`src/logic/shtt_cfg.svh`:
```
// Purpose: constants for the system hint and target test unit
// Assumes: included by the bench and the design
// Notes: offsets are byte addresses on the apb slave
`ifndef SHTT_CFG_SVH
`define SHTT_CFG_SVH
`define SHTT_OFF_CTRL 12'h000
`define SHTT_OFF_STAT 12'h004
`define SHTT_OFF_TTRES 12'h008
`define SHTT_CTRL_WAKE_ON_PEND 0
`define SHTT_CTRL_DEBUG_EN 1
`define SHTT_CTRL_SEC_EXT 2
`define SHTT_CTRL_RESET 32'h0000_0006
`define SHTT_TT_MREG_LSB 0
`define SHTT_TT_SREG_LSB 8
`define SHTT_TT_PROTECTION_REGION_VALID 16
`define SHTT_TT_ATTRIBUTION_REGION_VALID 17
`define SHTT_TT_R 18
`define SHTT_TT_RW 19
`define SHTT_TT_NSR 20
`define SHTT_TT_NONSECURE_READ_WRITABLE 21
`define SHTT_TT_S 22
`define SHTT_TT_IMPL_REGION_VALID 23
`define SHTT_TT_IREG_LSB 24
`endif

```
`src/logic/shtt_pkg.sv`:
```
// Purpose: types for the system hint and target test unit
// Assumes: nothing
// Notes: opcode encoding is internal to the execute stage
`default_nettype none
package shtt_pkg;
    typedef enum logic [3:0] {
        SHTT_OP_NONE, SHTT_OP_SEND_EVENT, SHTT_OP_SECURE_GATEWAY, SHTT_OP_SVC,
        SHTT_OP_TEST_TARGET, SHTT_OP_TEST_TARGET_UNPRIV, SHTT_OP_TEST_TARGET_ALT,
        SHTT_OP_TEST_TARGET_ALT_UNPRIV, SHTT_OP_UNDEF, SHTT_OP_WAIT_EVENT,
        SHTT_OP_WAIT_INTR, SHTT_OP_YIELD
    } shtt_op_t;
    typedef enum {SHTT_RUN, SHTT_WAIT_EV, SHTT_WAIT_IRQ} shtt_state_t;
endpackage
`default_nettype wire

```
`src/logic/shtt_unit.sv`:
```
// Purpose: executes the system hint and test-target instructions
// Assumes: one instruction offered per op_valid pulse; protection lookups are combinational inputs
// Notes: apb slave holds control bits, sleep status and the last test-target result
//
// Design decisions made here: the APB slave port and the address map.
`default_nettype none
`include "shtt_cfg.svh"
module shtt_unit import shtt_pkg::*; (
    // clock and reset
    input wire logic core_clk,
    input wire logic resetn,
    // instruction from execute
    input wire logic op_valid,
    input wire shtt_op_t op_code,
    input wire logic cur_secure,
    input wire logic cur_priv,
    input wire logic ns_priv,
    // protection unit lookup
    input wire logic mpu_present,
    input wire logic mpu_enable,
    input wire logic mpu_hit,
    input wire logic mpu_multi,
    input wire logic [7:0] mpu_region,
    input wire logic mpu_rd_priv,
    input wire logic mpu_wr_priv,
    input wire logic mpu_rd_unpriv,
    input wire logic mpu_wr_unpriv,
    // attribution lookup
    input wire logic sau_valid,
    input wire logic [7:0] sau_region,
    input wire logic loc_secure,
    input wire logic implementation_defined_attribution_unit_valid,
    input wire logic [7:0] implementation_defined_attribution_unit_region,
    input wire logic implementation_defined_attribution_unit_exempt,
    // wake sources, from other domains
    input wire logic event_in,
    input wire logic exc_unmasked,
    input wire logic exc_pending_new,
    input wire logic irq_taken,
    input wire logic irq_masked_pend,
    input wire logic debug_req,
    // results to execute and exception logic
    output logic op_done,
    output logic [31:0] tt_result,
    output logic tt_result_valid,
    output logic flags_write,
    output logic sg_valid_target,
    output logic svc_exc,
    output logic undef_fault,
    output logic event_out,
    output logic yield_hint,
    output logic sleeping,
    // apb slave
    input wire logic psel,
    input wire logic penable,
    input wire logic pwrite,
    input wire logic [11:0] paddr,
    input wire logic [31:0] pwdata,
    output logic [31:0] prdata,
    output logic pready,
    output logic pslverr
);
    typedef struct packed {
        logic [1:0] ev_s1, ev_s2, exc_s1, exc_s2, pend_s1, pend_s2;
        logic [1:0] irq_s1, irq_s2, mpend_s1, mpend_s2, dbg_s1, dbg_s2;
        shtt_state_t state;
        logic event_reg;
        logic [31:0] ctrl_reg;
        logic op_done, tt_valid, sg, svc, undef, ev_out, yield, sleeping;
        logic [31:0] tt;
        logic [31:0] prdata;
        logic pready, pslverr;
    } shtt_st_t;

    shtt_st_t st_reg, st_next;
    logic [1:0] rst_sync_reg;
    logic rst_n;
    assign rst_n = rst_sync_reg[1];

    // reset release through two flops; kept apart from the struct as it runs on the pin reset
    always_ff @(posedge core_clk or negedge resetn) begin
        if (!resetn) begin
            rst_sync_reg <= 2'b00;
        end else begin
            rst_sync_reg <= {rst_sync_reg[0], 1'b1};
        end
    end

    // synchronised wake inputs: stage 1 read only by stage 2
    logic w_ev, w_exc, w_pend, w_irq, w_mpend, w_dbg;
    assign w_ev = st_reg.ev_s2[0];
    assign w_exc = st_reg.exc_s2[0];
    assign w_pend = st_reg.pend_s2[0];
    assign w_irq = st_reg.irq_s2[0];
    assign w_mpend = st_reg.mpend_s2[0];
    assign w_dbg = st_reg.dbg_s2[0];

    logic sec_ext, dbg_en, wake_pend;
    assign sec_ext = st_reg.ctrl_reg[`SHTT_CTRL_SEC_EXT];
    assign dbg_en = st_reg.ctrl_reg[`SHTT_CTRL_DEBUG_EN];
    assign wake_pend = st_reg.ctrl_reg[`SHTT_CTRL_WAKE_ON_PEND];

    // test target result, combinational from lookups
    logic [31:0] tt_calc;
    logic is_alt, is_unp, tt_unpriv, tt_rd, tt_rw, mreg_ok, sreg_ok, s_bit, ir_ok;
    always_comb begin
        is_alt = (op_code == SHTT_OP_TEST_TARGET_ALT) || (op_code == SHTT_OP_TEST_TARGET_ALT_UNPRIV);
        is_unp = (op_code == SHTT_OP_TEST_TARGET_UNPRIV) || (op_code == SHTT_OP_TEST_TARGET_ALT_UNPRIV);
        // every query, plain or alternate and either variant, invalid when the relevant mode is unprivileged
        tt_unpriv = is_alt ? !ns_priv : !cur_priv;
        mreg_ok = mpu_present && mpu_enable && mpu_hit && !mpu_multi && !tt_unpriv;
        // unprivileged variants see unprivileged permissions even when privileged
        tt_rd = is_unp ? mpu_rd_unpriv : mpu_rd_priv;
        tt_rw = is_unp ? (mpu_rd_unpriv && mpu_wr_unpriv) : (mpu_rd_priv && mpu_wr_priv);
        if (mpu_multi || tt_unpriv) begin
            tt_rd = 1'b0;
            tt_rw = 1'b0;
        end
        sreg_ok = sec_ext && cur_secure && sau_valid;
        s_bit = sec_ext && cur_secure && loc_secure;
        ir_ok = sec_ext && cur_secure && implementation_defined_attribution_unit_valid && !implementation_defined_attribution_unit_exempt;
        tt_calc = 32'h0000_0000;
        tt_calc[`SHTT_TT_MREG_LSB +: 8] = mreg_ok ? mpu_region : 8'h00;
        tt_calc[`SHTT_TT_SREG_LSB +: 8] = sreg_ok ? sau_region : 8'h00;
        tt_calc[`SHTT_TT_PROTECTION_REGION_VALID] = mreg_ok;
        tt_calc[`SHTT_TT_ATTRIBUTION_REGION_VALID] = sreg_ok;
        tt_calc[`SHTT_TT_R] = tt_rd;
        tt_calc[`SHTT_TT_RW] = tt_rw;
        tt_calc[`SHTT_TT_NSR] = tt_rd && !s_bit && cur_secure;
        tt_calc[`SHTT_TT_NONSECURE_READ_WRITABLE] = tt_rw && !s_bit && cur_secure;
        tt_calc[`SHTT_TT_S] = s_bit;
        tt_calc[`SHTT_TT_IMPL_REGION_VALID] = ir_ok;
        tt_calc[`SHTT_TT_IREG_LSB +: 8] = ir_ok ? implementation_defined_attribution_unit_region : 8'h00;
    end

    logic apb_acc;
    assign apb_acc = psel && penable && !st_reg.pready;

    always_comb begin
        st_next = st_reg;
        st_next.ev_s1 = {1'b0, event_in};
        st_next.ev_s2 = st_reg.ev_s1;
        st_next.exc_s1 = {1'b0, exc_unmasked};
        st_next.exc_s2 = st_reg.exc_s1;
        st_next.pend_s1 = {1'b0, exc_pending_new};
        st_next.pend_s2 = st_reg.pend_s1;
        st_next.irq_s1 = {1'b0, irq_taken};
        st_next.irq_s2 = st_reg.irq_s1;
        st_next.mpend_s1 = {1'b0, irq_masked_pend};
        st_next.mpend_s2 = st_reg.mpend_s1;
        st_next.dbg_s1 = {1'b0, debug_req};
        st_next.dbg_s2 = st_reg.dbg_s1;
        st_next.op_done = 1'b0;
        st_next.tt_valid = 1'b0;
        st_next.sg = 1'b0;
        st_next.svc = 1'b0;
        st_next.undef = 1'b0;
        st_next.ev_out = 1'b0;
        st_next.yield = 1'b0;
        // an incoming event while running arms the flag for a later wait
        if (w_ev) begin
            st_next.event_reg = 1'b1;
        end
        case (st_reg.state)
            SHTT_RUN: begin
                if (op_valid) begin
                    case (op_code)
                        SHTT_OP_SEND_EVENT: begin
                            st_next.ev_out = 1'b1;
                            st_next.event_reg = 1'b1;
                            st_next.op_done = 1'b1;
                        end
                        SHTT_OP_SECURE_GATEWAY: begin
                            st_next.sg = 1'b1;
                            st_next.op_done = 1'b1;
                        end
                        SHTT_OP_SVC: begin
                            st_next.svc = 1'b1;
                            st_next.op_done = 1'b1;
                        end
                        SHTT_OP_TEST_TARGET, SHTT_OP_TEST_TARGET_UNPRIV: begin
                            st_next.tt = tt_calc;
                            st_next.tt_valid = 1'b1;
                            st_next.op_done = 1'b1;
                        end
                        SHTT_OP_TEST_TARGET_ALT, SHTT_OP_TEST_TARGET_ALT_UNPRIV: begin
                            if (cur_secure && sec_ext) begin
                                st_next.tt = tt_calc;
                                st_next.tt_valid = 1'b1;
                            end else begin
                                st_next.undef = 1'b1;
                            end
                            st_next.op_done = 1'b1;
                        end
                        SHTT_OP_UNDEF: begin
                            st_next.undef = 1'b1;
                            st_next.op_done = 1'b1;
                        end
                        SHTT_OP_WAIT_EVENT: begin
                            if (st_reg.event_reg || w_ev) begin
                                st_next.event_reg = 1'b0;
                                st_next.op_done = 1'b1;
                            end else begin
                                st_next.state = SHTT_WAIT_EV;
                                st_next.sleeping = 1'b1;
                            end
                        end
                        SHTT_OP_WAIT_INTR: begin
                            st_next.state = SHTT_WAIT_IRQ;
                            st_next.sleeping = 1'b1;
                        end
                        SHTT_OP_YIELD: begin
                            st_next.yield = 1'b1;
                            st_next.op_done = 1'b1;
                        end
                        default: begin
                            st_next.op_done = 1'b1;
                        end
                    endcase
                end
            end
            SHTT_WAIT_EV: begin
                if (w_exc || (wake_pend && w_pend) || (dbg_en && w_dbg) || w_ev) begin
                    st_next.state = SHTT_RUN;
                    st_next.sleeping = 1'b0;
                    st_next.op_done = 1'b1;
                    st_next.event_reg = 1'b0;
                end
            end
            SHTT_WAIT_IRQ: begin
                if (w_irq || w_mpend || (dbg_en && w_dbg)) begin
                    st_next.state = SHTT_RUN;
                    st_next.sleeping = 1'b0;
                    st_next.op_done = 1'b1;
                end
            end
            default: begin
                st_next.state = SHTT_RUN;
                st_next.sleeping = 1'b0;
            end
        endcase
        // apb: access phase with one wait state, answer registered
        st_next.pready = apb_acc;
        st_next.pslverr = 1'b0;
        if (apb_acc) begin
            st_next.prdata = 32'h0000_0000;
            case (paddr)
                `SHTT_OFF_CTRL: begin
                    if (pwrite) begin
                        st_next.ctrl_reg = {29'h0000_0000, pwdata[2:0]};
                    end else begin
                        st_next.prdata = st_reg.ctrl_reg;
                    end
                end
                `SHTT_OFF_STAT: begin
                    st_next.prdata = {30'h0000_0000, st_reg.event_reg, st_reg.sleeping};
                end
                `SHTT_OFF_TTRES: begin
                    st_next.prdata = st_reg.tt;
                end
                default: begin
                    st_next.pslverr = 1'b1;
                end
            endcase
        end
    end

    always_ff @(posedge core_clk or negedge rst_n) begin
        if (!rst_n) begin
            st_reg.ev_s1 <= 2'b00;
            st_reg.ev_s2 <= 2'b00;
            st_reg.exc_s1 <= 2'b00;
            st_reg.exc_s2 <= 2'b00;
            st_reg.pend_s1 <= 2'b00;
            st_reg.pend_s2 <= 2'b00;
            st_reg.irq_s1 <= 2'b00;
            st_reg.irq_s2 <= 2'b00;
            st_reg.mpend_s1 <= 2'b00;
            st_reg.mpend_s2 <= 2'b00;
            st_reg.dbg_s1 <= 2'b00;
            st_reg.dbg_s2 <= 2'b00;
            st_reg.state <= SHTT_RUN;
            st_reg.event_reg <= 1'b0;
            st_reg.ctrl_reg <= `SHTT_CTRL_RESET;
            st_reg.op_done <= 1'b0;
            st_reg.tt_valid <= 1'b0;
            st_reg.sg <= 1'b0;
            st_reg.svc <= 1'b0;
            st_reg.undef <= 1'b0;
            st_reg.ev_out <= 1'b0;
            st_reg.yield <= 1'b0;
            st_reg.sleeping <= 1'b0;
            st_reg.tt <= 32'h0000_0000;
            st_reg.prdata <= 32'h0000_0000;
            st_reg.pready <= 1'b0;
            st_reg.pslverr <= 1'b0;
        end else begin
            st_reg.ev_s1 <= st_next.ev_s1;
            st_reg.ev_s2 <= st_next.ev_s2;
            st_reg.exc_s1 <= st_next.exc_s1;
            st_reg.exc_s2 <= st_next.exc_s2;
            st_reg.pend_s1 <= st_next.pend_s1;
            st_reg.pend_s2 <= st_next.pend_s2;
            st_reg.irq_s1 <= st_next.irq_s1;
            st_reg.irq_s2 <= st_next.irq_s2;
            st_reg.mpend_s1 <= st_next.mpend_s1;
            st_reg.mpend_s2 <= st_next.mpend_s2;
            st_reg.dbg_s1 <= st_next.dbg_s1;
            st_reg.dbg_s2 <= st_next.dbg_s2;
            st_reg.state <= st_next.state;
            st_reg.event_reg <= st_next.event_reg;
            st_reg.ctrl_reg <= st_next.ctrl_reg;
            st_reg.op_done <= st_next.op_done;
            st_reg.tt_valid <= st_next.tt_valid;
            st_reg.sg <= st_next.sg;
            st_reg.svc <= st_next.svc;
            st_reg.undef <= st_next.undef;
            st_reg.ev_out <= st_next.ev_out;
            st_reg.yield <= st_next.yield;
            st_reg.sleeping <= st_next.sleeping;
            st_reg.tt <= st_next.tt;
            st_reg.prdata <= st_next.prdata;
            st_reg.pready <= st_next.pready;
            st_reg.pslverr <= st_next.pslverr;
        end
    end

    assign op_done = st_reg.op_done;
    assign tt_result = st_reg.tt;
    assign tt_result_valid = st_reg.tt_valid;
    assign flags_write = 1'b0;
    assign sg_valid_target = st_reg.sg;
    assign svc_exc = st_reg.svc;
    assign undef_fault = st_reg.undef;
    assign event_out = st_reg.ev_out;
    assign yield_hint = st_reg.yield;
    assign sleeping = st_reg.sleeping;
    assign prdata = st_reg.prdata;
    assign pready = st_reg.pready;
    assign pslverr = st_reg.pslverr;

    a_sev_sets_flag: assert property (@(posedge core_clk) disable iff (!rst_n)
        (op_valid && st_reg.state == SHTT_RUN && op_code == SHTT_OP_SEND_EVENT)
        |=> (event_out && st_reg.event_reg)) else $error("send event did not signal");
    a_svc_raises: assert property (@(posedge core_clk) disable iff (!rst_n)
        (op_valid && st_reg.state == SHTT_RUN && op_code == SHTT_OP_SVC) |=> svc_exc)
        else $error("supervisor call exception missing");
    a_mreg_zero: assert property (@(posedge core_clk) disable iff (!rst_n)
        !tt_result[`SHTT_TT_PROTECTION_REGION_VALID] |-> (tt_result[7:0] == 8'h00)) else $error("region nonzero while invalid");
    a_sreg_zero: assert property (@(posedge core_clk) disable iff (!rst_n)
        !tt_result[`SHTT_TT_ATTRIBUTION_REGION_VALID] |-> (tt_result[15:8] == 8'h00)) else $error("attribution nonzero while invalid");
    a_nsr_masked: assert property (@(posedge core_clk) disable iff (!rst_n)
        tt_result[`SHTT_TT_NSR] |-> (tt_result[`SHTT_TT_R] && !tt_result[`SHTT_TT_S]))
        else $error("nonsecure readable inconsistent");
    a_ireg_zero: assert property (@(posedge core_clk) disable iff (!rst_n)
        !tt_result[`SHTT_TT_IMPL_REGION_VALID] |-> (tt_result[31:24] == 8'h00)) else $error("impl region nonzero");
    a_multi_clears: assert property (@(posedge core_clk) disable iff (!rst_n)
        (op_valid && st_reg.state == SHTT_RUN && op_code == SHTT_OP_TEST_TARGET && mpu_multi)
        |=> (tt_result[`SHTT_TT_R] == 1'b0 && tt_result[`SHTT_TT_PROTECTION_REGION_VALID] == 1'b0))
        else $error("multi hit left permissions");
    a_alt_undef_ns: assert property (@(posedge core_clk) disable iff (!rst_n)
        (op_valid && st_reg.state == SHTT_RUN && op_code == SHTT_OP_TEST_TARGET_ALT && !cur_secure)
        |=> (undef_fault && !tt_result_valid)) else $error("alternate query from nonsecure not undefined");
    a_udf_fault: assert property (@(posedge core_clk) disable iff (!rst_n)
        (op_valid && st_reg.state == SHTT_RUN && op_code == SHTT_OP_UNDEF) |=> undef_fault)
        else $error("undefined fault missing");
    a_wfe_sleeps: assert property (@(posedge core_clk) disable iff (!rst_n)
        (op_valid && st_reg.state == SHTT_RUN && op_code == SHTT_OP_WAIT_EVENT && !st_reg.event_reg && !w_ev)
        |=> (sleeping && !op_done)) else $error("event wait did not suspend");
    a_wfe_skip: assert property (@(posedge core_clk) disable iff (!rst_n)
        (op_valid && st_reg.state == SHTT_RUN && op_code == SHTT_OP_WAIT_EVENT && st_reg.event_reg)
        |=> (op_done && !sleeping && !st_reg.event_reg)) else $error("event wait with flag set stalled");
    a_wfi_wake: assert property (@(posedge core_clk) disable iff (!rst_n)
        (st_reg.state == SHTT_WAIT_IRQ && w_irq) |=> (!sleeping && op_done)) else $error("irq wake missed");
    a_no_flags: assert property (@(posedge core_clk) disable iff (!rst_n)
        op_done |-> !flags_write) else $error("flags written");
endmodule
`default_nettype wire
```
`config.mk`:
```
export PLATFORM = sky130hd
export DESIGN_NAME = shtt_unit
export DESIGN_NICKNAME = d
export VERILOG_FILES = /design/src/logic/shtt_pkg.sv /design/src/logic/shtt_unit.sv
export VERILOG_INCLUDE_DIRS = /design/src /design/src/logic
export SDC_FILE = /design/constraint.sdc
export NUM_CORES = 1
export LEC_CHECK = 0
export CORE_UTILIZATION = 51
export DETAILED_ROUTE_END_ITERATION = 6
export DONT_BUFFER_PORTS = 1
export MAX_ROUTING_LAYER = met4
export PLACE_DENSITY = 0.64
export SLEW_MARGIN = 20
export SYNTH_ARGS = -nofsm -noshare
export SYNTH_HDL_FRONTEND = slang
export SYNTH_SLANG_ARGS = --single-unit
```
`constraint.sdc`:
```
create_clock -name core_clk -period 3.35 [get_ports core_clk]
set_input_delay 0.1675 -clock core_clk [delete_from_list [all_inputs] [get_ports core_clk]]
set_output_delay 0.1675 -clock core_clk [all_outputs]
set_load 0.03 [all_outputs]
```
=== Word level (Yosys, flattened, before mapping) ===
Cells that the tools add are included.

* Register bits after elaboration: 124
* Logic and storage cells: 137
* Output and inout port bits: 75
* Bits of input ports: 99

* Equal/unequal tests: 21
* Multiplexer cells: 44
* Reduce and logical (&&, ||, !) cells: 44

{| class="wikitable"
|+ Operators with widths
! cell !! number
|-
| one-hot mux 32 bit (3 select lines) || 2
|-
| one-hot mux 32 bit (2 select lines) || 2
|-
| two-way mux 32 bit || 3
|-
| two-way mux 33 bit || 2
|-
| two-way mux 40 bit || 1
|-
| == test 32 x 1 -> 1 bit (second input constant) || 1
|-
| == test 32 x 2 -> 1 bit (second input constant) || 1
|-
| zero test 32 bit || 1
|-
| two-way mux 8 bit || 3
|-
| two-way mux 1 bit || 21
|-
| logical AND 1 bit || 19
|-
| == test 4 x 3 -> 1 bit (second input constant) || 4
|-
| == test 4 bit (second input constant) || 4
|-
| == test 12 x 3 -> 1 bit (second input constant) || 1
|-
| == test 12 x 4 -> 1 bit (second input constant) || 1
|-
| zero test 12 bit || 1
|-
| one-hot mux 1 bit (2 select lines) || 6
|-
| logical OR 1 bit || 9
|-
| == test 4 x 2 -> 1 bit (second input constant) || 2
|-
| != test 2 bit (second input constant) || 4
|-
| zero test 1 bit || 7
|-
| two-way mux 6 bit || 1
|-
| one-hot mux 1 bit (3 select lines) || 2
|-
| AND reduction 5 bit || 1
|-
| 9 further kinds || 10
|}

=== Depth between registers and ports, before layout ===
Gate-level depths: netlist of run 1.

* Word-level depth: 11
* Depth in mapped cells: 8
* Depth with buffers taken out: 6

=== Least setup slack after synthesis of run 1 ===
Ideal clock, no wire load.

* Kind: register to register
* Start point: reg st_reg[108] (netlist name)
* End point: reg st_reg (netlist bit tt_result[10])
* Slack: 1,552 ps
* Setup time: 121 ps
* Data required time: 3,229 ps
* Stages on the path, launching flop included: 8
* Path buffers: 2
* Arrival time: 1,677 ps
* Clock period less this slack: 1,798 ps
* Path through: dfrtp_1 > inv_1 > ha_1 > nand2_1 > a211o_1 > buf_6 > clkbuf_1 > a22o_1

* Cells in the longest elaborated chain, start to end: 2

{| class="wikitable"
|+ Ends and longest elaborated chain
! element !! line !! source
|-
| start: declaration || shtt_unit.sv:75 || <nowiki>shtt_st_t st_reg, st_next;</nowiki>
|-
| zero test 32 bit || shtt_unit.sv:164 || <nowiki>case (st_reg.state)</nowiki>
|-
| AND reduction 4 bit (no line) || -- ||
|}

Every way passes these cells.
A chain may end at the register's enable or synchronous reset.

=== Worst setup path in the final report of run 1 ===
* Start point: reg st_reg[108] (netlist name)
* End point: reg st_reg (netlist bit tt_result[3])

The elaborated chain is that of the path after synthesis.

==> results of run 1 <==
## Yosys cell counts (5+ instances only)
master | number | area, µm²
a22o_1 | 55 | 482
buf_4 | 66 | 495
clkbuf_1 | 5 | 18.8
nor2_1 | 9 | 33.8
a21o_1 | 5 | 37.5
dfrtp_1 | 92 | 2300
nand3b_1 | 5 | 37.5
inv_1 | 5 | 18.8
nor4_1 | 6 | 37.5
buf_2 | 7 | 35.0
nand2_1 | 14 | 52.6
mux2_2 | 5 | 56.3
a21oi_1 | 5 | 25.0
## what timing repair did
| item | CTS | global route |
|---|---|---|
| hold buffers | 45 | 0 |
| hold endpoints to repair | 43 | 0 |
| setup endpoints to repair | 0 | 0 |
## layout make-up
cell class,count,area (µm²),area share (%)
Multi-Input combinational cell,162,1230,27.8
Sequential cell,94,2360,53.3
Inverter,5,18.8,0.424
Clock inverter,7,71.3,1.61
Timing Repair Buffer,51,495,11.2
Tap cell,102,128,2.89
Clock buffer,9,124,2.80
## per-stage QoR
stage / util [%] / total power [mW] / setup slack [ns]
finish: 56.4 / 2.23 / 0.958
global route: 56.4 / 2.33 / 0.729
CTS: 56.4 / 2.25 / 0.905
detailed placement: 48.1 / 1.46 / 0.938
global placement: 48.1 / 1.45 / 0.984
floorplan: - / 1.43 / 0.541
## kinds of logic after synthesis
family | Yosys count | share of synthesized area, %
xor gates and xnor gates | 1 | 0.209
buffers and inverters | 87 | 14.5
adders and majority gates | 4 | 1.19
muxes | 9 | 2.30
AOI/OAI and AO/OA | 83 | 16.5
DFF | 94 | 56.2
other | 2 | 0.179
and+or+nand+nor | 63 | 8.90
## critical path: cells and delay by family (launching register included)
| kind | cells | cell delay, ns |
|---|---|---|
| flops | 1 | 0.46 |
| buf+inv | 1 | 0.15 |
| compound gates | 2 | 0.75 |
| simple gates | 2 | 0.73 |
| fa+ha+maj | 1 | 0.24 |
## worst paths after layout
| path | slack, ns | depth (start not counted) | end | startpoint |
|---|---|---|---|---|
| worst max-delay path | 0.96 | 6 | tt_result[3] | st_reg[108] |
| worst min-delay path | 0.03 | 2 | event_out | op_code[0] |
| worst max register to register | 0.96 | 6 | tt_result[3] | st_reg[108] |
| worst min register to register | 0.35 | 0 | st_reg[139] | st_next[139] |
| max in group asynchronous | 2.12 | 1 | sec_ext | rst_sync_reg[1] |
| min in group asynchronous | 0.04 | 1 | rst_sync_reg[1] | resetn |
## power groups by stage
stage | registers, mW | logic [mW] | clock network (mW)
detailed placement | 1.30 | 0.156 | 0
finish | 1.27 | 0.202 | 0.753
global placement | 1.30 | 0.152 | 0
CTS | 1.28 | 0.200 | 0.776
global route | 1.28 | 0.220 | 0.832
floorplan | 1.26 | 0.166 | 0
## metal layers
layer,track usage [%],vias up,share of wire [%]
li1,-,1124,-
met1,26.2,1297,42
met2,34.0,114,49
met3,6.40,16,6.5
met4,10.4,0,2.1
met5,-,-,0
==> results.yml, run 1 <==
place:
  placed_area_um2: 3780
  gp_congestion: 0.835
  hpwl_mm: 5.84
  placed_cells: 369
  portBuffers: 0
floorplanning:
  die_x_um: 92.6
  die-area_um2: 8580
  core_um2: 7850
  core.rowCount: 32
  ios: 174
  fp.dieH_um: 92.6
  start_util_pct: 53.4
cts:
  clk_latency_ns: 0.35
  postCtsSetupRepairBufs: 0
  cts_buffer_depth: 2
  ctsResizeCount: 0
  htree_levels: 3
  clk_pin_slew_worst_paths_ns: 0.09
  root_buffer: "clkbuf_8"
  cts_tree: "yes"
  numCtsBuffers: 9
  cts_sinks: 94
route:
  drtAntennaViolNets: 0
  drc: 0
  routed_wl_mm: 8.87
  vias_per_cell: 5.93
  wl_per_cell_um: 20.6
  dr.first_iter.drc_count: 137
  num_vias: 2551
  dr.pass1.iters: 4
worst_setup_path:
  cp_data_arrival_time_ns: 2.68
  path_class: "reg2reg"
  cp.required_ns: 3.63
  cp-start-kind: "flip-flop"
  end_kind: "flip-flop"
  cpPeakStageDelay_ns: 0.55
  path_max_fanout: 16
  slowest_stage: "a211o_1"
  path_cells: "inv_1, ha_1, nand2_1, a211o_1, nor3_4, a22o_1"
power_and_ir_drop:
  seq_power_share_pct: 57.1
  max-vdd-ir-drop_mv: 0.207
  power_density_nw_per_um2: 504
  p_sw_uw: 604
  power_frac_comb_pct: 9.1
  leakagePower_nw: 2.11
  clkPwrFrac_pct: 33.8
  internal_power_mw: 1.63
  switching_share_pct: 27.1
timing:
  final_max_slew_viol_count: 0
  max_freq_mhz: 418
  rsz0062_at_grt: "no"
  finClkSkew_ns: 0.00737
  fin_crit_sh_pct: 71.4
  hold_violations: 0
  fin_crit_ns: 2.39
  worst_slew_pin_slew_ns: 0.806
  setup_violations: 0
  setup-tns-final_ns: 0
  timing.hold.ws_ns: 0.0273
  slew_headroom_pct: 46.3
global_routing:
  grt_max_degree: 64
  gr-usage-all-layers_pct: 21.8
  antenna_found_initial: 0
  grt_pass1_wl_mm: 13.7
  overflow: 0
  grt_pass1_vias: 2643
cells_and_area:
  antenna_cells: 0
  final_nets: 426
  final_common_cell: "dfrtp_1"
  syn2layout_area_growth_pct: 5.59
  layout_common_cells: "dfrtp_1 (91), a22o_1 (55), dlygate4sd3_1 (45)"
  fillers: 681
  finalNonFillerCells: 430
  final_area_um2: 4420
  final_layout_size_suffix_gt1_share_pct: 10.4
yosys:
  ys_ff_latch: 94
  synth_seq_area_share_pct: 56.2
  ys.flop_type: "dfrtp_1"
  synth-edff-count: 0
  synth_fp_nets: 446
  ys_types: 46
  yosys_warnings: 0
  synthCells: 343
  postSynthAreaPerCell_um2: 12.2
  syn_area_um2: 4190
  async_flop_share_pct: 100
job:
  cap_violations: 0
run_status:
  outcome: "finished, final reports clean"
worst_hold_path:
  hold_class: "in2reg"
(Power assumes the default switching activity.)
==> run 2, diff against run 1 <==
Settings changed: ABC_AREA from default to 1, PLACE_DENSITY 0.64 to 0.67.
Clock period 3.35 ns to 1.9 ns, I/O delays scaled along.
==> results.yml, run 2 <==
worst_setup_path:
  path_cells: "inv_1, ha_1, buf_4, nand2_1, nor3_1, dlygate4sd3_1"
  cpPeakStageDelay_ns: 0.58
  cp_data_arrival_time_ns: 2.06
  path_class: "reg2reg"
  cp_num_buf_inv: 3
  slowest_stage: "dlygate4sd3_1"
  cp.required_ns: 2.19
  path_delay_family: "buffers and inverters"
  cp-start-kind: "flip-flop"
  path_max_fanout: 4
  end_kind: "flip-flop"
power_and_ir_drop:
  switching_share_pct: 32.3
  leakagePower_nw: 2.37
  seq_power_share_pct: 57.3
  p_sw_mw: 1.49
  clkPwrFrac_pct: 30.1
  internal_power_mw: 3.11
  power_frac_comb_pct: 12.7
  power_density_nw_per_um2: 949
  max-vdd-ir-drop_mv: 0.711
timing:
  hold_violations: 0
  setup_violations: 0
  final_max_slew_viol_count: 0
  fin_crit_sh_pct: 92.8
  setup-tns-final_ns: 0
  max_freq_mhz: 567
  finClkSkew_ns: 0.0113
  rsz0062_at_grt: "no"
  fin_crit_ns: 1.76
  fin_ws_ns: 0.136
yosys:
  ys.flop_type: "dfrtp_1"
  ys_top_cells_by_count: "nand2_1 (100), dfrtp_1 (92), inv_1 (68)"
  synthCells: 489
  syn_area_um2: 4430
  synth_seq_area_share_pct: 53.2
  async_flop_share_pct: 100
  ys_ff_latch: 94
  synth_top_area_share_pct: 52.0
  yosys_warnings: 0
  yosysTopAreaCell: "dfrtp_1"
  postSynthAreaPerCell_um2: 9.05
  synth-edff-count: 0
  yosysMostFrequentCell: "nand2_1"
  synth_area_leaders: "dfrtp_1 (52%), buf_4 (11%), nand2_1 (8.5%), inv_1 (5.8%), o31ai_1 (4.2%)"
  ys_types: 30
  synth_fp_nets: 592
cts:
  cts_buffer_depth: 2
  clk_latency_ns: 0.35
  numCtsBuffers: 9
  clk_pin_slew_worst_paths_ns: 0.09
  root_buffer: "clkbuf_8"
  cts_tree: "yes"
  htree_levels: 3
  cts_sinks: 94
place:
  portBuffers: 0
  placed_area_um2: 4100
  gp_congestion: 0.885
  hpwl_mm: 6.30
  place_ws_ns: 0.149
run_status:
  outcome: "finished, final reports clean"
floorplanning:
  core.rowCount: 33
  die_x_um: 95.2
  ios: 174
  die-area_um2: 9050
  core_um2: 8300
  start_util_pct: 53.3
  fp.dieH_um: 95.2
route:
  wl_per_cell_um: 15.5
  dr.pass1.iters: 4
  drc: 0
  wl_met3_um: 591
  routed_wl_mm: 9.27
  vias_per_cell: 5.17
  top_layer: "met4"
  drtAntennaViolNets: 0
  met2_length_mm: 4.58
  num_vias: 3084
  dr.first_iter.drc_count: 132
  wl_met1_mm: 3.94
cells_and_area:
  antenna_cells: 0
  final_common_cell: "nand2_1"
  syn2layout_area_growth_pct: 9.47
  final_layout_size_suffix_gt1_share_pct: 8.15
  final_nets: 589
  final_area_um2: 4840
  layout_common_cells: "nand2_1 (99), dfrtp_1 (91), inv_1 (68)"
global_routing:
  antenna_found_initial: 0
  gr-usage-all-layers_pct: 22.3
  grt_max_degree: 54
  grt_pass1_vias: 3152
  overflow: 0
  grt_pass1_wl_mm: 14.7
job:
  cap_violations: 0
worst_hold_path:
  hold_class: "in2reg"
## run 2: cell types whose count changed in the layout (fill, tap and decap cells not counted), sizes merged, moves of 22 or more
cell   change
inv       +61
nor2      +25
a22o      -55
o31ai     +22
nand2     +87
nand3     +32
## run 2: final cells by class
| class | count | area [µm²] |
|---|---|---|
| Inverter | 69 | 263 |
| Timing Repair Buffer | 64 | 643 |
| Fill cell | 750 | 3450 |
| Multi-Input combinational cell | 248 | 1240 |
| Clock buffer | 12 | 155 |
| Sequential cell | 94 | 2360 |
| Clock inverter | 4 | 55.1 |
| Tap cell | 105 | 131 |
## run 2: what timing repair did
| action | in CTS | in global routing |
|---|---|---|
| hold buffers | 50 | 0 |
| hold endpoints to repair | 46 | 0 |
| setup buffers | 0 | 4 |
| resized for setup | 0 | 1 |
| endpoints found under the setup margin | 0 | 1 |
## run 2: per-stage QoR
step	util (%)	power, mW	instances	hold slack [ns]
2_1_floorplan	-	3.19	489	-0.201
3_3_place_gp	49.4	3.13	526	-0.201
3_5_place_dp	49.4	3.17	526	-0.201
4_1_cts	58.0	4.62	592	0.00838
5_1_grt	58.4	4.81	596	0.00984
6_report	58.4	4.60	596	0.00358
## run 2: worst paths after layout
path / start / end / slack, ns / cells past startpoint
min in group asynchronous: rst_sync_reg[1] / event_out / 0.12 / 0
max in group asynchronous: rst_sync_reg[1] / sec_ext / 1.11 / 1
min: psel / prdata[24] / 0.004 / 2
max: st_reg[107] / event_out / 0.14 / 6
max reg2reg: st_reg[107] / event_out / 0.14 / 6
min reg2reg: rst_sync_reg[1] / event_out / 0.12 / 0
## run 2: worst register-to-register path, delay by kind of cell, from the launching register on
| family | cells | cell delay, ns |
|---|---|---|
| adders and majority gates | 1 | 0.20 |
| DFF | 1 | 0.42 |
| buffers and inverters | 3 | 0.83 |
| and+or+nand+nor | 2 | 0.28 |
## run 2: logic make-up (layout without fill, tap and decap cells)
kind of cell	count (synthesis)	count (layout)	share of synthesized area, %
AOI/OAI and AO/OA	61	61	8.93
adders and majority gates	4	4	1.13
buffers and inverters	147	149	18.9
DFF	94	94	53.2
other	2	2	0.170
and+or+nand+nor	181	181	17.7
## run 2: power groups by stage
stage | Sequential (mW) | Clock, mW | Combinational (mW)
2_1_floorplan | 2.39 | 0 | 0.800
3_3_place_gp | 2.67 | 0 | 0.468
3_5_place_dp | 2.68 | 0 | 0.491
4_1_cts | 2.64 | 1.41 | 0.574
5_1_grt | 2.66 | 1.48 | 0.666
6_report | 2.63 | 1.38 | 0.583
## run 2: layer usage
layer	track usage, %	vias to the layer above
met4	8.46	0
met2	37.5	113
met5	-	-
met1	25.5	1472
met3	5.74	14
li1	-	1485
==> run 3, diff against run 2 <==
Settings changed: HOLD_SLACK_MARGIN from default to 0.05.
==> results.yml, run 3 (synthesis results as in run 2) <==
run_status:
  outcome: "finished, final reports clean"
cts:
  cts_buffer_depth: 2
  htree_levels: 3
  numCtsBuffers: 9
  clk_pin_slew_worst_paths_ns: 0.09
  root_buffer: "clkbuf_8"
  cts_tree: "yes"
  cts_sinks: 94
  clk_latency_ns: 0.35
route:
  drc: 0
  wl_per_cell_um: 15.5
  routed_wl_mm: 9.37
  num_vias: 3126
  dr.first_iter.drc_count: 128
  drtAntennaViolNets: 0
  vias_per_cell: 5.16
  dr.pass1.iters: 4
timing:
  fin_ws_ns: 0.127
  hold_violations: 0
  fin_crit_sh_pct: 93.3
  fin_crit_ns: 1.77
  max_freq_mhz: 564
  final_max_slew_viol_count: 0
  finClkSkew_ns: 0.0121
  setup-tns-final_ns: 0
  setup_violations: 0
  timing.hold.ws_ns: 0.0809
  rsz0062_at_grt: "no"
floorplanning:
  die_x_um: 95.2
  ios: 174
  die-area_um2: 9050
  core_um2: 8300
  core.rowCount: 33
  fp.dieH_um: 95.2
  start_util_pct: 53.3
place:
  gp_congestion: 0.885
  place_ws_ns: 0.149
  placed_cells: 526
  portBuffers: 0
  hpwl_mm: 6.30
global_routing:
  grtUsageMet2_pct: 37.3
  grt_busiest_layer: "met2"
  met1_usage_pct: 26.3
  antenna_found_initial: 0
  grt_pass1_wl_mm: 15.0
  grtUsageMet3_pct: 5.66
  gr-usage-all-layers_pct: 22.6
  grt_max_degree: 54
  grt_pass1_vias: 3179
  overflow: 0
cells_and_area:
  final_nets: 599
  final_common_cell: "nand2_1"
  finalNonFillerCells: 606
  final_layout_size_suffix_gt1_share_pct: 8.78
  layout_common_cells: "nand2_1 (99), dfrtp_1 (91), inv_1 (67)"
  syn2layout_area_growth_pct: 11.8
  antenna_cells: 0
  utilization_pct: 59.6
worst_setup_path:
  regToRegSetupSlack_ns: 0.13
  r2r-start: "st_reg[107]"
  reg2reg_depth: 6
  slowest_stage: "dlygate4sd3_1"
  r2r-end: "event_out"
  path_class: "reg2reg"
  path_max_fanout: 4
  cp_data_arrival_time_ns: 2.06
  cp.required_ns: 2.19
  path_cells: "inv_1, ha_1, buf_4, nand2_1, nor3_1, dlygate4sd3_1"
  cp-start-kind: "flip-flop"
  end_kind: "flip-flop"
  cpPeakStageDelay_ns: 0.58
power_and_ir_drop:
  leakagePower_nw: 2.42
  clkPwrFrac_pct: 29.9
  p_sw_mw: 1.49
  power_frac_comb_pct: 13.1
  seq_power_share_pct: 57.0
  max-vdd-ir-drop_mv: 0.711
  internal_power_mw: 3.12
  switching_share_pct: 32.4
  power_density_nw_per_um2: 933
job:
  cap_violations: 0
worst_hold_path:
  hold_path_end: "st_reg[106]"
  hold_class: "in2reg"
  min_from: "op_code[1]"
  hold_path_depth: 4
-- run 3: changes by cell type in the layout (fill, tap and decap cells not counted) --
cell            previous run  this run
buf_4                     11        13
dlygate4sd3_1             50        57
dlymetal6s4s_1             0         1
inv_1                     68        67
inv_2                      0         1
nand2_2                    2         1
nand2_4                    0         1
nor2_1                    31        30
nor2_2                     1         2
o21ai_0                   16        15
o21ai_1                    0         1
-- run 3: worst max path at each step --
stage	start	end	slack, ns	cells after the start
after floorplan	rst_sync_reg[1]	event_out	0.32	0
after global placement	st_reg[107]	tt_result[5]	0.26	8
after detailed placement	st_reg[108]	tt_result[6]	0.15	8
after CTS	pready	dbg_en	0.03	8
after global routing	st_reg[107]	event_out	0.02	6
final	st_reg[107]	event_out	0.13	6
-- run 3: power groups by stage --
stage               sequential (mW)  combinational, mW  clock, mW
floorplan                      2.39              0.800          0
global placement               2.67              0.468          0
detailed placement             2.68              0.491          0
CTS                            2.64              0.586       1.41
global route                   2.66              0.686       1.49
finish                         2.63              0.603       1.38
-- run 3: through the flow --
step	area [µm²]	power, mW
3_5_place_dp	4100	3.17
2_1_floorplan	4430	3.19
5_1_grt	4950	4.84
3_3_place_gp	4100	3.13
4_1_cts	4870	4.64
6_report	4950	4.62
-- run 3: metal layers --
| layer | part of all wire (%) | wire length, µm |
|---|---|---|
| met1 | 43 | 3990 |
| met2 | 49 | 4600 |
| met3 | 6.9 | 647 |
| met4 | 1.4 | 130 |
| met5 | 0 | 0 |
-- run 3: area by class of cell --
type	count	area, µm²
well taps	105	131
inverters	69	263
clock buffers	12	155
multi-input cells	248	1250
flip-flops and latches	94	2360
fillers	728	3350
clock inverters	4	55.1
repair buffers	74	741
-- run 3: critical path: cells and delay by family (launching register included) --
family                     cells  cell delay, ns
buffers and inverters          3            0.83
and+or+nand+nor                2            0.28
adders and majority gates      1            0.20
DFF                            1            0.41
-- run 3: repair_timing --
item / 4_1_cts / 5_1_grt
endpoints found under the setup margin: 0 / 4
hold endpoints to repair: 56 / 1
gates resized for setup: 0 / 6
hold buffers: 56 / 2
buffers inserted: 0 / 6
